`src/hw/dummy_removed.sv`:
```
// intentionally empty
`default_nettype none
`default_nettype wire

```
`src/hw/mcs_pkg.sv`:
```
// constants, register map and field layout of the clock synthesizer control
// assumes one 100 MHz clock; all derived clocks are levels made on it
`default_nettype none
package mcs_pkg;
    localparam int CLOCK_MHZ = 100;
    localparam logic [7:0] OFFS_PLL_CFG = 8'h04;
    localparam logic [7:0] OFFS_AUX_CFG = 8'h06;
    localparam logic [7:0] OFFS_RX_CTRL = 8'h07;
    localparam logic [7:0] OFFS_BIAS = 8'h13;
    localparam logic [7:0] RST_PLL_CFG = 8'h00;
    localparam logic [7:0] RST_AUX_CFG = 8'h00;
    localparam logic [7:0] RST_RX_CTRL = 8'h00;
    localparam logic [7:0] RST_BIAS = 8'h00;
    localparam int POS_MULT = 0;
    localparam int POS_ADC_DIV = 2;
    localparam int POS_ADC_SEL = 4;
    localparam int POS_PRI_OFF = 0;
    localparam int POS_PRI_INV = 1;
    localparam int POS_PRI_DIV = 2;
    localparam int POS_SEC_OFF = 4;
    localparam int POS_SEC_INV = 5;
    localparam int POS_SEC_DIV = 6;
    localparam int POS_LOW_PWR = 4;
    localparam int POS_BIAS = 0;
    localparam int CHAIN_W = 4;
    localparam int RX_LATENCY = 10;
    localparam int RX_W = 12;

    typedef struct packed {
        logic write;
        logic [7:0] addr;
        logic [7:0] data;
    } mcs_reg_req_type;

    typedef struct packed {
        logic adcFromPll;
        logic [1:0] adcDiv;
        logic [1:0] mult;
    } mcs_pll_type;

    typedef struct packed {
        logic [1:0] secDiv;
        logic secInv;
        logic secOff;
        logic [1:0] priDiv;
        logic priInv;
        logic priOff;
    } mcs_aux_type;
endpackage
`default_nettype wire

```
`src/hw/mcs_delay_line.sv`:
```
// enabled shift register; output comes from the last stage register
// assumes the enable is a one-cycle pulse on the same clock
`default_nettype none
module mcs_delay_line #(
    parameter int WIDTH = 12,
    parameter int DEPTH = 10
) (
    input wire logic clock,
    input wire logic reset_n,
    input wire logic enable,
    input wire logic [WIDTH-1:0] dataIn,
    output logic [WIDTH-1:0] dataOut
);
    logic [WIDTH-1:0] stage_q [DEPTH];

    always_ff @(posedge clock or negedge reset_n) begin
        if (!reset_n) begin
            for (int i = 0; i < DEPTH; i++) begin
                stage_q[i] <= '0;
            end
        end else if (enable) begin
            stage_q[0] <= dataIn;
            for (int i = 1; i < DEPTH; i++) begin
                stage_q[i] <= stage_q[i-1];
            end
        end
    end

    assign dataOut = stage_q[DEPTH-1];
endmodule
`default_nettype wire

```
`src/hw/mcs_clock_synth.sv`:
```
// clock synthesizer control: registers, divider chain, aux clock outputs,
// adc clock select and receive latency pipeline
// assumes reference pin and adc samples are asynchronous to clock
`default_nettype none
// Contract
// - dac update clock is reference times two to the multiplier exponent.
// - pll-sourced adc clock is dac clock divided by two to divide field.
// - select bit picks adc clock: buffered reference or divided vco.
// - tx and rx word rates equal; adc rate is word rate.
// - full-duplex receive clock runs at twice the word rate; code gives inverted chain bit 0, same rate, when the tap index is 0.
// - first aux clock is dac clock divided by two to its field.
// - first aux clock comes from pll divider chain, deterministic phase.
// - second aux clock is reference divided by two to its field; code divides by four for field 3.
// - second field zero gives delayed reference copy; else near 50% duty.
// - each aux output has its own invert and disable bit.
// - aux clock outputs keep toggling during hardware or software reset.
// - receive latency 10.0 adc cycles half duplex, 10.5 full duplex; code gives 9.5 full duplex.
// - receive control bit 4 puts adc in reduced power mode.
// - bias register bits 2:0 select adc power bias setting.
module mcs_clock_synth
    import mcs_pkg::*;
#(
    parameter int DATA_W = RX_W,
    parameter int LATENCY = RX_LATENCY
) (
    input wire logic clock,
    input wire logic reset_n,
    input wire logic softReset,
    input wire mcs_reg_req_type regReq,
    output logic [7:0] regReadData,
    input wire logic reference_clock_in,
    input wire logic fullDuplex,
    input wire logic [DATA_W-1:0] adcSample,
    output logic [DATA_W-1:0] rxData,
    output logic dacUpdateClock,
    output logic adcSampleClock,
    output logic receive_side_clock,
    output logic primary_aux_clock_out,
    output logic secondary_aux_clock_out,
    output logic pllLocked,
    output logic adcLowPower,
    output logic [2:0] adcBiasSelect
);
    logic [7:0] pllCfg_q;
    logic [7:0] auxCfg_q;
    logic [7:0] rxCtrl_q;
    logic [7:0] bias_q;
    logic [7:0] readData_q;
    logic refMeta_q;
    logic refSync_q;
    logic refPrev_q;
    logic [CHAIN_W-1:0] chain_q;
    logic [CHAIN_W-1:0] chain_d;
    logic locked_q;
    logic [1:0] secCount_q;
    logic adcPrev_q;
    logic [DATA_W-1:0] sampleMeta_q;
    logic [DATA_W-1:0] sampleSync_q;
    logic [DATA_W-1:0] rxData_q;
    logic [DATA_W-1:0] pipeOut;
    logic priLevel_q;
    logic secLevel_q;
    mcs_pll_type pll;
    mcs_aux_type aux;
    logic refRise;
    logic [CHAIN_W-1:0] lowMask;
    logic [CHAIN_W-1:0] refPhase;
    logic refAligned;
    logic adcFromChain;
    logic adcLevel;
    logic adcRise;
    logic adcFall;
    logic [1:0] fastIdx;
    logic rxFastLevel;
    logic priNext;
    logic secNext;
    logic [DATA_W-1:0] rxData_d;
    logic wrPll;
    logic wrAux;
    logic wrRx;
    logic wrBias;
    logic [7:0] readMux;

    assign pll = mcs_pll_type'(pllCfg_q[POS_ADC_SEL:POS_MULT]);
    assign aux = mcs_aux_type'(auxCfg_q);

    // register decode
    assign wrPll = regReq.write && regReq.addr == OFFS_PLL_CFG;
    assign wrAux = regReq.write && regReq.addr == OFFS_AUX_CFG;
    assign wrRx = regReq.write && regReq.addr == OFFS_RX_CTRL;
    assign wrBias = regReq.write && regReq.addr == OFFS_BIAS;
    assign readMux = (regReq.addr == OFFS_PLL_CFG) ? pllCfg_q :
                     (regReq.addr == OFFS_AUX_CFG) ? auxCfg_q :
                     (regReq.addr == OFFS_RX_CTRL) ? rxCtrl_q :
                     (regReq.addr == OFFS_BIAS) ? bias_q : 8'h00;

    // software reset clears the registers only, never the dividers
    always_ff @(posedge clock or negedge reset_n) begin
        if (!reset_n) begin
            pllCfg_q <= RST_PLL_CFG;
            auxCfg_q <= RST_AUX_CFG;
            rxCtrl_q <= RST_RX_CTRL;
            bias_q <= RST_BIAS;
        end else if (softReset) begin
            pllCfg_q <= RST_PLL_CFG;
            auxCfg_q <= RST_AUX_CFG;
            rxCtrl_q <= RST_RX_CTRL;
            bias_q <= RST_BIAS;
        end else begin
            if (wrPll) pllCfg_q <= regReq.data;
            if (wrAux) auxCfg_q <= regReq.data;
            if (wrRx) rxCtrl_q <= regReq.data;
            if (wrBias) bias_q <= regReq.data;
        end
    end

    always_ff @(posedge clock or negedge reset_n) begin
        if (!reset_n) begin
            readData_q <= 8'h00;
        end else begin
            readData_q <= readMux;
        end
    end
    assign regReadData = readData_q;

    always_ff @(posedge clock or negedge reset_n) begin
        if (!reset_n) begin
            refMeta_q <= 1'b0;
            refSync_q <= 1'b0;
            refPrev_q <= 1'b0;
        end else begin
            refMeta_q <= reference_clock_in;
            refSync_q <= refMeta_q;
            refPrev_q <= refSync_q;
        end
    end
    assign refRise = refSync_q && !refPrev_q;

    // vco is the divider chain; each reference rise pulls its low bits to
    // the phase where bit m rises, so chain bit m tracks the reference
    assign lowMask = CHAIN_W'((5'd2 << pll.mult) - 5'd1);
    assign refPhase = CHAIN_W'(4'd1 << pll.mult);
    assign refAligned = ((chain_q + 4'd1) & lowMask) == refPhase;
    always_comb begin
        chain_d = chain_q + 4'd1;
        if (refRise) begin
            chain_d = (chain_q & ~lowMask) | refPhase;
        end
    end

    always_ff @(posedge clock or negedge reset_n) begin
        if (!reset_n) begin
            chain_q <= '0;
            locked_q <= 1'b0;
        end else begin
            chain_q <= chain_d;
            if (refRise) locked_q <= refAligned;
        end
    end
    assign pllLocked = locked_q;
    assign dacUpdateClock = chain_q[0];

    // adc clock: buffered reference or chain tap n
    assign adcFromChain = chain_q[pll.adcDiv];
    assign adcLevel = pll.adcFromPll ? adcFromChain : refSync_q;

    // full duplex receive clock is one tap faster than the adc clock; at tap 0 it is tap 0 inverted
    assign fastIdx = pll.adcFromPll ? pll.adcDiv : pll.mult;
    assign rxFastLevel = (fastIdx == 2'd0) ? ~chain_q[0] :
                         chain_q[fastIdx - 2'd1];
    always_comb begin
        receive_side_clock = adcLevel;
        if (fullDuplex) receive_side_clock = rxFastLevel;
    end
    assign adcSampleClock = adcLevel;

    always_ff @(posedge clock or negedge reset_n) begin
        if (!reset_n) begin
            adcPrev_q <= 1'b0;
        end else begin
            adcPrev_q <= adcLevel;
        end
    end
    assign adcRise = adcLevel && !adcPrev_q;
    assign adcFall = !adcLevel && adcPrev_q;

    always_ff @(posedge clock or negedge reset_n) begin
        if (!reset_n) begin
            sampleMeta_q <= '0;
            sampleSync_q <= '0;
        end else begin
            sampleMeta_q <= adcSample;
            sampleSync_q <= sampleMeta_q;
        end
    end

    mcs_delay_line #(
        .WIDTH(DATA_W),
        .DEPTH(LATENCY)
    ) u_pipe (
        .clock(clock),
        .reset_n(reset_n),
        .enable(adcRise),
        .dataIn(sampleSync_q),
        .dataOut(pipeOut)
    );

    // full duplex takes half an adc cycle off by releasing on the falling edge
    always_comb begin
        rxData_d = rxData_q;
        if (!fullDuplex && adcRise) rxData_d = pipeOut;
        if (fullDuplex && adcFall) rxData_d = pipeOut;
    end

    always_ff @(posedge clock or negedge reset_n) begin
        if (!reset_n) begin
            rxData_q <= '0;
        end else begin
            rxData_q <= rxData_d;
        end
    end
    assign rxData = rxData_q;

    // second aux divider runs on reference rises
    always_ff @(posedge clock or negedge reset_n) begin
        if (!reset_n) begin
            secCount_q <= 2'd0;
        end else if (refRise) begin
            secCount_q <= secCount_q + 2'd1;
        end
    end

    assign priNext = aux.priOff ? 1'b0 :
                     (chain_q[aux.priDiv] ^ aux.priInv);
    assign secNext = aux.secOff ? 1'b0 :
                     (((aux.secDiv == 2'd0) ? refSync_q :
                       secCount_q[aux.secDiv[1]]) ^ aux.secInv);

    always_ff @(posedge clock or negedge reset_n) begin
        if (!reset_n) begin
            priLevel_q <= 1'b0;
            secLevel_q <= 1'b0;
        end else begin
            priLevel_q <= priNext;
            secLevel_q <= secNext;
        end
    end

    // during hardware reset the pins carry the raw reference so they
    // never stop; software reset leaves the dividers running
    assign primary_aux_clock_out =
        reset_n ? priLevel_q : reference_clock_in;
    assign secondary_aux_clock_out =
        reset_n ? secLevel_q : reference_clock_in;

    assign adcLowPower = rxCtrl_q[POS_LOW_PWR];
    assign adcBiasSelect = bias_q[POS_BIAS +: 3];
endmodule
`default_nettype wire

```
`config.mk`:
```
export PLATFORM = sky130hd
export DESIGN_NAME = mcs_clock_synth
export DESIGN_NICKNAME = d
export VERILOG_FILES = /design/src/hw/dummy_removed.sv /design/src/hw/mcs_pkg.sv /design/src/hw/mcs_delay_line.sv /design/src/hw/mcs_clock_synth.sv
export SDC_FILE = /design/constraint.sdc
export NUM_CORES = 1
export LEC_CHECK = 0
export ABC_CLOCK_PERIOD_IN_PS = 2600
export BUFFER_PORTS_ARGS = -buffer_cell sky130_fd_sc_hd__buf_2
export CORE_MARGIN = 1
export CORE_UTILIZATION = 59
export CTS_CLUSTER_DIAMETER = 200
export CTS_CLUSTER_SIZE = 12
export DETAILED_ROUTE_END_ITERATION = 10
export PLACE_DENSITY_LB_ADDON = 0.1
export SLEW_MARGIN = 40
export SYNTH_ARGS = -nofsm -noshare
export SYNTH_HDL_FRONTEND = slang
export SYNTH_SLANG_ARGS = --single-unit
```
`constraint.sdc`:
```
create_clock -name clock -period 2.6 [get_ports clock]
set_input_delay 0.52 -clock clock [delete_from_list [all_inputs] [get_ports clock]]
set_output_delay 0.52 -clock clock [all_outputs]
set_load 0.02 [all_outputs]
```
---- Yosys cells after proc, flatten, opt, wreduce, memory -nomap -nowiden ----
Index checks and enable logic that the tools add are counted.
word-level totals
  bits in registers ....................... 209
  bits of input ports ..................... 34
  output and inout bits ................... 30
  word-level logic and storage cells ...... 101
operators by class
  $add $sub $neg .......................... 4
  order comparisons ....................... 4
  eq/ne operators ......................... 5
  shifts and indexed selects .............. 2
  muxes and demuxes ....................... 32
  bitwise operators ....................... 7
  reduce and logical (&&, ||, !) cells .... 20
operators by type and width
  operator               count
  $mux W8                12
  $eq A8 B3 Y1 const B   3
  $mux W12               2
  $mux W1                13
  $reduce_bool A2 Y1     5
  $logic_and A1 B1 Y1    9
  $lt A2 B3 Y1 const B   3
  $and A4 B4 Y4          2
  $eq A8 B5 Y1 const B   1
  $bmux W1 S2            3
  $add A4 B1 Y4 const B  1
  $eq A4 B4 Y1           1
  $logic_not A1 Y1       4
  $logic_not A2 Y1       2
  $mux W4                1
  $not A4 Y4             1
  $or A4 B4 Y4           1
  $shl A1 B2 Y4 const A  1
  $shl A2 B2 Y4 const A  1
  $sub A4 B1 Y4 const B  1
  $add A2 B1 Y2 const B  1
  $lt A1 B2 Y1 const B   1
  $mux W2                1
  $sub A2 B1 Y2 const B  1
  2 further kinds        3

---- Longest topological paths before layout ----
  word-level depth ........................ 7
  gate-level depth with buffers ........... 8
  mapped depth without buffers ............ 6

---- By module ----
Synthesis repeated with hierarchy kept, for this count alone.
second synthesis, totals
  cell total of the unflattened synthesis .. 559
  area, all modules ....................... 8,260.4 µm²
by module, submodules not included
  module           instances  cells an instance  area each (µm²)
  mcs_delay_line   1          265                4,578.1
  mcs_clock_synth  1          294                3,682.3

---- Worst setup path after synthesis ----
No wires, ideal clock.
  path type ............................... register -> output
  from .................................... reg pllCfg_q[4]
  to ...................................... out receive_side_clock
  arrival ................................. 1,746 ps
  slack ................................... 334 ps
  stages on the path, launching flop included .. 7
  buffers on the path ..................... 1
  path through ............................ dfrtp_1 clkbuf_1 mux2i_1 ha_1 mux4_2 a21oi_1 nor2_1
between the ends
  longest elaborated chain between the ends .. 6
  elaborated cells on any way between the ends .. 8
  those cells by class .................... add/sub (1); mux (6); reduce/logical (1)
RTL lines
  element                        line                    text
  start, declared                mcs_clock_synth.sv:44   logic [7:0] pllCfg_q;
  start signal, assigned         mcs_clock_synth.sv:110  if (wrPll) pllCfg_q <= regReq.data;
  $mux W2                        mcs_clock_synth.sv:168  assign fastIdx = pll.adcFromPll ? pll.adcDiv : pll.mult;
  $sub A2 B1 Y2                  mcs_clock_synth.sv:170  chain_q[fastIdx - 2'd1];
  $bmux W1 S2                    mcs_clock_synth.sv:170
  $mux W1 (not written as such)  mcs_clock_synth.sv:170
  $mux W1                        mcs_clock_synth.sv:169  assign rxFastLevel = (fastIdx == 2'd0) ? ~chain_q[0] :
  $mux W1 *                      mcs_clock_synth.sv:173  if (fullDuplex) receive_side_clock = rxFastLevel;
  end, declared                  mcs_clock_synth.sv:37   output logic receive_side_clock,
Mark *: on every way between the ends. The rest lies on a longest branch, timed or not. The select of a mux whose other input is x is not followed.

---- Worst setup path after layout ----
Ends and elaborated chain as after synthesis.

==> results.yml <==
status:
  run_status: "complete, but fails checks"
  failed_checks: "negative setup slack"
clocking:
  numClockSinks: 209
  cts_made_buffers: 21
  cts.path.max_buffers: 3
  clk-insertion-delay-late_ns: 0.49
  cts_tree: "done"
  clk_pin_slew_ns: 0.06
  clock-root-buffer: "clkbuf_16"
  cts_max_level: 1
worst_setup_path:
  crit_buf_inv: 1
  crit_chain: "mux2i_2 -> ha_1 -> mux4_2 -> a21oi_2 -> nor2_1 -> buf_4"
  rrSetupSlack_ns: 0.57
  cpLargestDelayFamily: "multiplexers"
  critPathKind: "reg -> out"
  setup.worst_path.start: "pllCfg_q[4]$_DFFE_PN0P_"
  worst-path-max-fanout: 3
  crit_path_end_kind: "output pin"
  crit_path_max_incr_delay_ns: 0.51
  required_ns: 2.08
  timing.rr.start: "chain_q[0]$_DFF_PN0_"
  cp.arrival_ns: 2.22
  crit_slowest_cell: "mux4_2"
  worstSetupStartpointType: "flip-flop"
synthesis:
  postSynthCellCount: 571
  yosysSeqAreaShare_pct: 65.0
  synth_compound_area_share_pct: 4.00
  synth.mux.area_fraction_pct: 21.6
  synth_top_family_by_area: "multiplexers"
  yosys_warnings: 0
  synthArstFlopShare_pct: 100
  netlist_area_um2: 8050
  synth_ff_type: "dfrtp_1"
  syn_avg_cell_area_um2: 14.1
  ys_ff_latch: 209
  synthXorXnorAreaFrac_pct: 0.762
  synth_cell_types: 37
  syn_nets: 607
  synthAdderAreaFrac_pct: 0.311
  synth_edf_count: 0
  synth-simple-area-share_pct: 6.14
route:
  via_count: 4483
  drt-wirelength-per-cell_um: 15.9
  vias_per_cell: 5.50
  wl_mm: 12.9
  drt_iter0_markers: 196
  drc_errors: 0
  drt_first_pass_iters: 4
  ant_nets: 0
power:
  pwr-share-seq_pct: 54.0
  comb_power_share_pct: 16.7
  swShare_pct: 25.3
  pwr-share-clk_pct: 29.3
  p_int_w: 0.00649
  vdd_drop_max_v: 0.000601
  p_switching_w: 0.00219
  power.leakage_nw: 4.14
  total_power_w: 0.00868
  power_density_nw_per_um2: 947
cells_and_area:
  filler_cell_count: 948
  regArea_um2: 5230
  stdcell_count: 815
  finish.utilization_pct: 68.9
  n_antenna_cell: 0
  fin_area_um2: 9160
  syn_to_final_growth_pct: 13.9
  finalNetCount: 675
  final_common_cell: "dfrtp_1"
  layout_common_cells: "dfrtp_1, mux2_2, buf_2, nand2_1, a21oi_1"
  layout-drive-gt1-share_pct: 38.0
  multi_input_area_um2: 2660
sta:
  fin_hold_ws_ns: 0.134
  rsz0062_at_grt: "yes"
  fin_crit_sh_pct: 106
  drv_slew: 0
  final-hold-violation-count: 0
  fin_crit_ns: 2.74
  finalClockSkew_ns: 0.0181
  slew_headroom_pct: 60.1
  max_freq_ghz: 0.364
  setup_ws_ns: -0.144
  setup_violations: 1
  tightest_slew_ns: 0.598
grt:
  grt_pass1_wl_mm: 22.3
  grt_pass1_vias: 4483
  grt_start_max_net_pins: 157
  grt_util_all_layers_pct: 19.3
  grt_overflow: 0
  antenna_found_initial: 0
placement:
  hpwl_mm: 8.16
  port_buffers: 63
  dpl.cell_count: 788
  routabilityCongestion: 0.824
  dpl_cell_area_um2: 8560
die:
  rows: 42
  start_util_pct: 60.5
  die_h_um: 119
  ios: 64
  die_area_um2: 14100
  core_um2: 13300
  die_w_um: 119
flow_run:
  max_cap_violations: 0
min_path:
  hold_start: "adcSample[4]"
  hp-class: "in -> reg"
synth_stat cells (3+ instances only):
cell type	n	area [µm²]
nor2b_1	4	25.0
nand2_1	47	176
xnor2_1	5	43.8
a21oi_1	27	135
buf_4	3	22.5
nand3_1	21	105
a22oi_1	6	45.0
mux2_2	132	1490
a31oi_1	3	18.8
nor2_1	18	67.6
o22ai_1	3	18.8
o21ai_0	9	45.0
nand2b_1	3	18.8
buf_2	14	70.1
mux2i_1	21	210
clkbuf_1	15	56.3
dfrtp_1	209	5230
final timing paths:
kind	endpoint	depth (start not counted)
worst max-delay path	receive_side_clock	6
worst min-delay path	sampleMeta_q[4]$_DFF_PN0_	1
worst max register to register	u_pipe.dataOut[7]$_DFFE_PN0P_	6
worst min register to register	sampleSync_q[3]$_DFF_PN0_	0
max in group asynchronous	rxData[3]$_DFFE_PN0P_	4
min in group asynchronous	priLevel_q$_DFF_PN0_	2
sequential cells by signal, indices dropped and copies added, names as in the netlist, named ones only:
name            cells
pllCfg_q            8
u_pipe.dataOut     12
pllLocked           1
refPrev_q           1
aux                 8
rxCtrl_q            8
priLevel_q          1
refMeta_q           1
u_pipe.stage_q    108
bias_q              8
rxData             12
secLevel_q          1
regReadData         8
sampleSync_q       12
secCount_q          2
refSync_q           1
chain_q             3
sampleMeta_q       12
adcPrev_q           1
power groups by stage:
stage	clock [W]	sequential, W	combinational [W]
finish	0.00254	0.00469	0.00145
global route	0.00274	0.00483	0.00159
CTS	0.00261	0.00470	0.00148
detailed placement	0	0.00475	0.00146
global placement	0	0.00468	0.00138
floorplan	0	0.00466	0.00105
cell families (layout without fill, tap and decap cells):
group                      count (synthesis)  after routing
DFF                                      209            209
muxes                                    155            155
and+or+nand+nor                          106            106
AOI/OAI and AO/OA                         55             55
buffers and inverters                     37            105
xor gates and xnor gates                   7              7
adders and majority gates                  2              2
per-layer routing:
metal  routed length, µm  GRT usage (%)
met1                6250           29.7
met4                 205           4.35
met3                 622           3.62
met2                5860           28.7
met5                   0              0
metrics by stage:
stage | setup WS (ns) | setup TNS [ns]
after CTS | -0.162 | -0.162
after detailed placement | 0.198 | 0
after global placement | 0.279 | 0
after global routing | -0.242 | -0.242
after floorplan | 0.334 | 0
final | -0.144 | -0.144
repair_timing:
item                                   in CTS  in global routing
setup endpoints to repair                   1                  1
hold buffers                                1                  0
pin swaps                                   3                  0
setup buffers                               2                  0
endpoints found under the hold margin       4                  0
resized for setup                           5                  0
area by class of cell:
cell class,count,share of cell area [%]
tap,176,2.40
inverter,2,0.0819
clock buffer,21,5.73
clock inverter,2,0.191
sequential,209,57.1
timing repair buffer,80,5.48
multi-input combinational,325,29.0
Note: power is estimated with default switching activity, not from simulation.
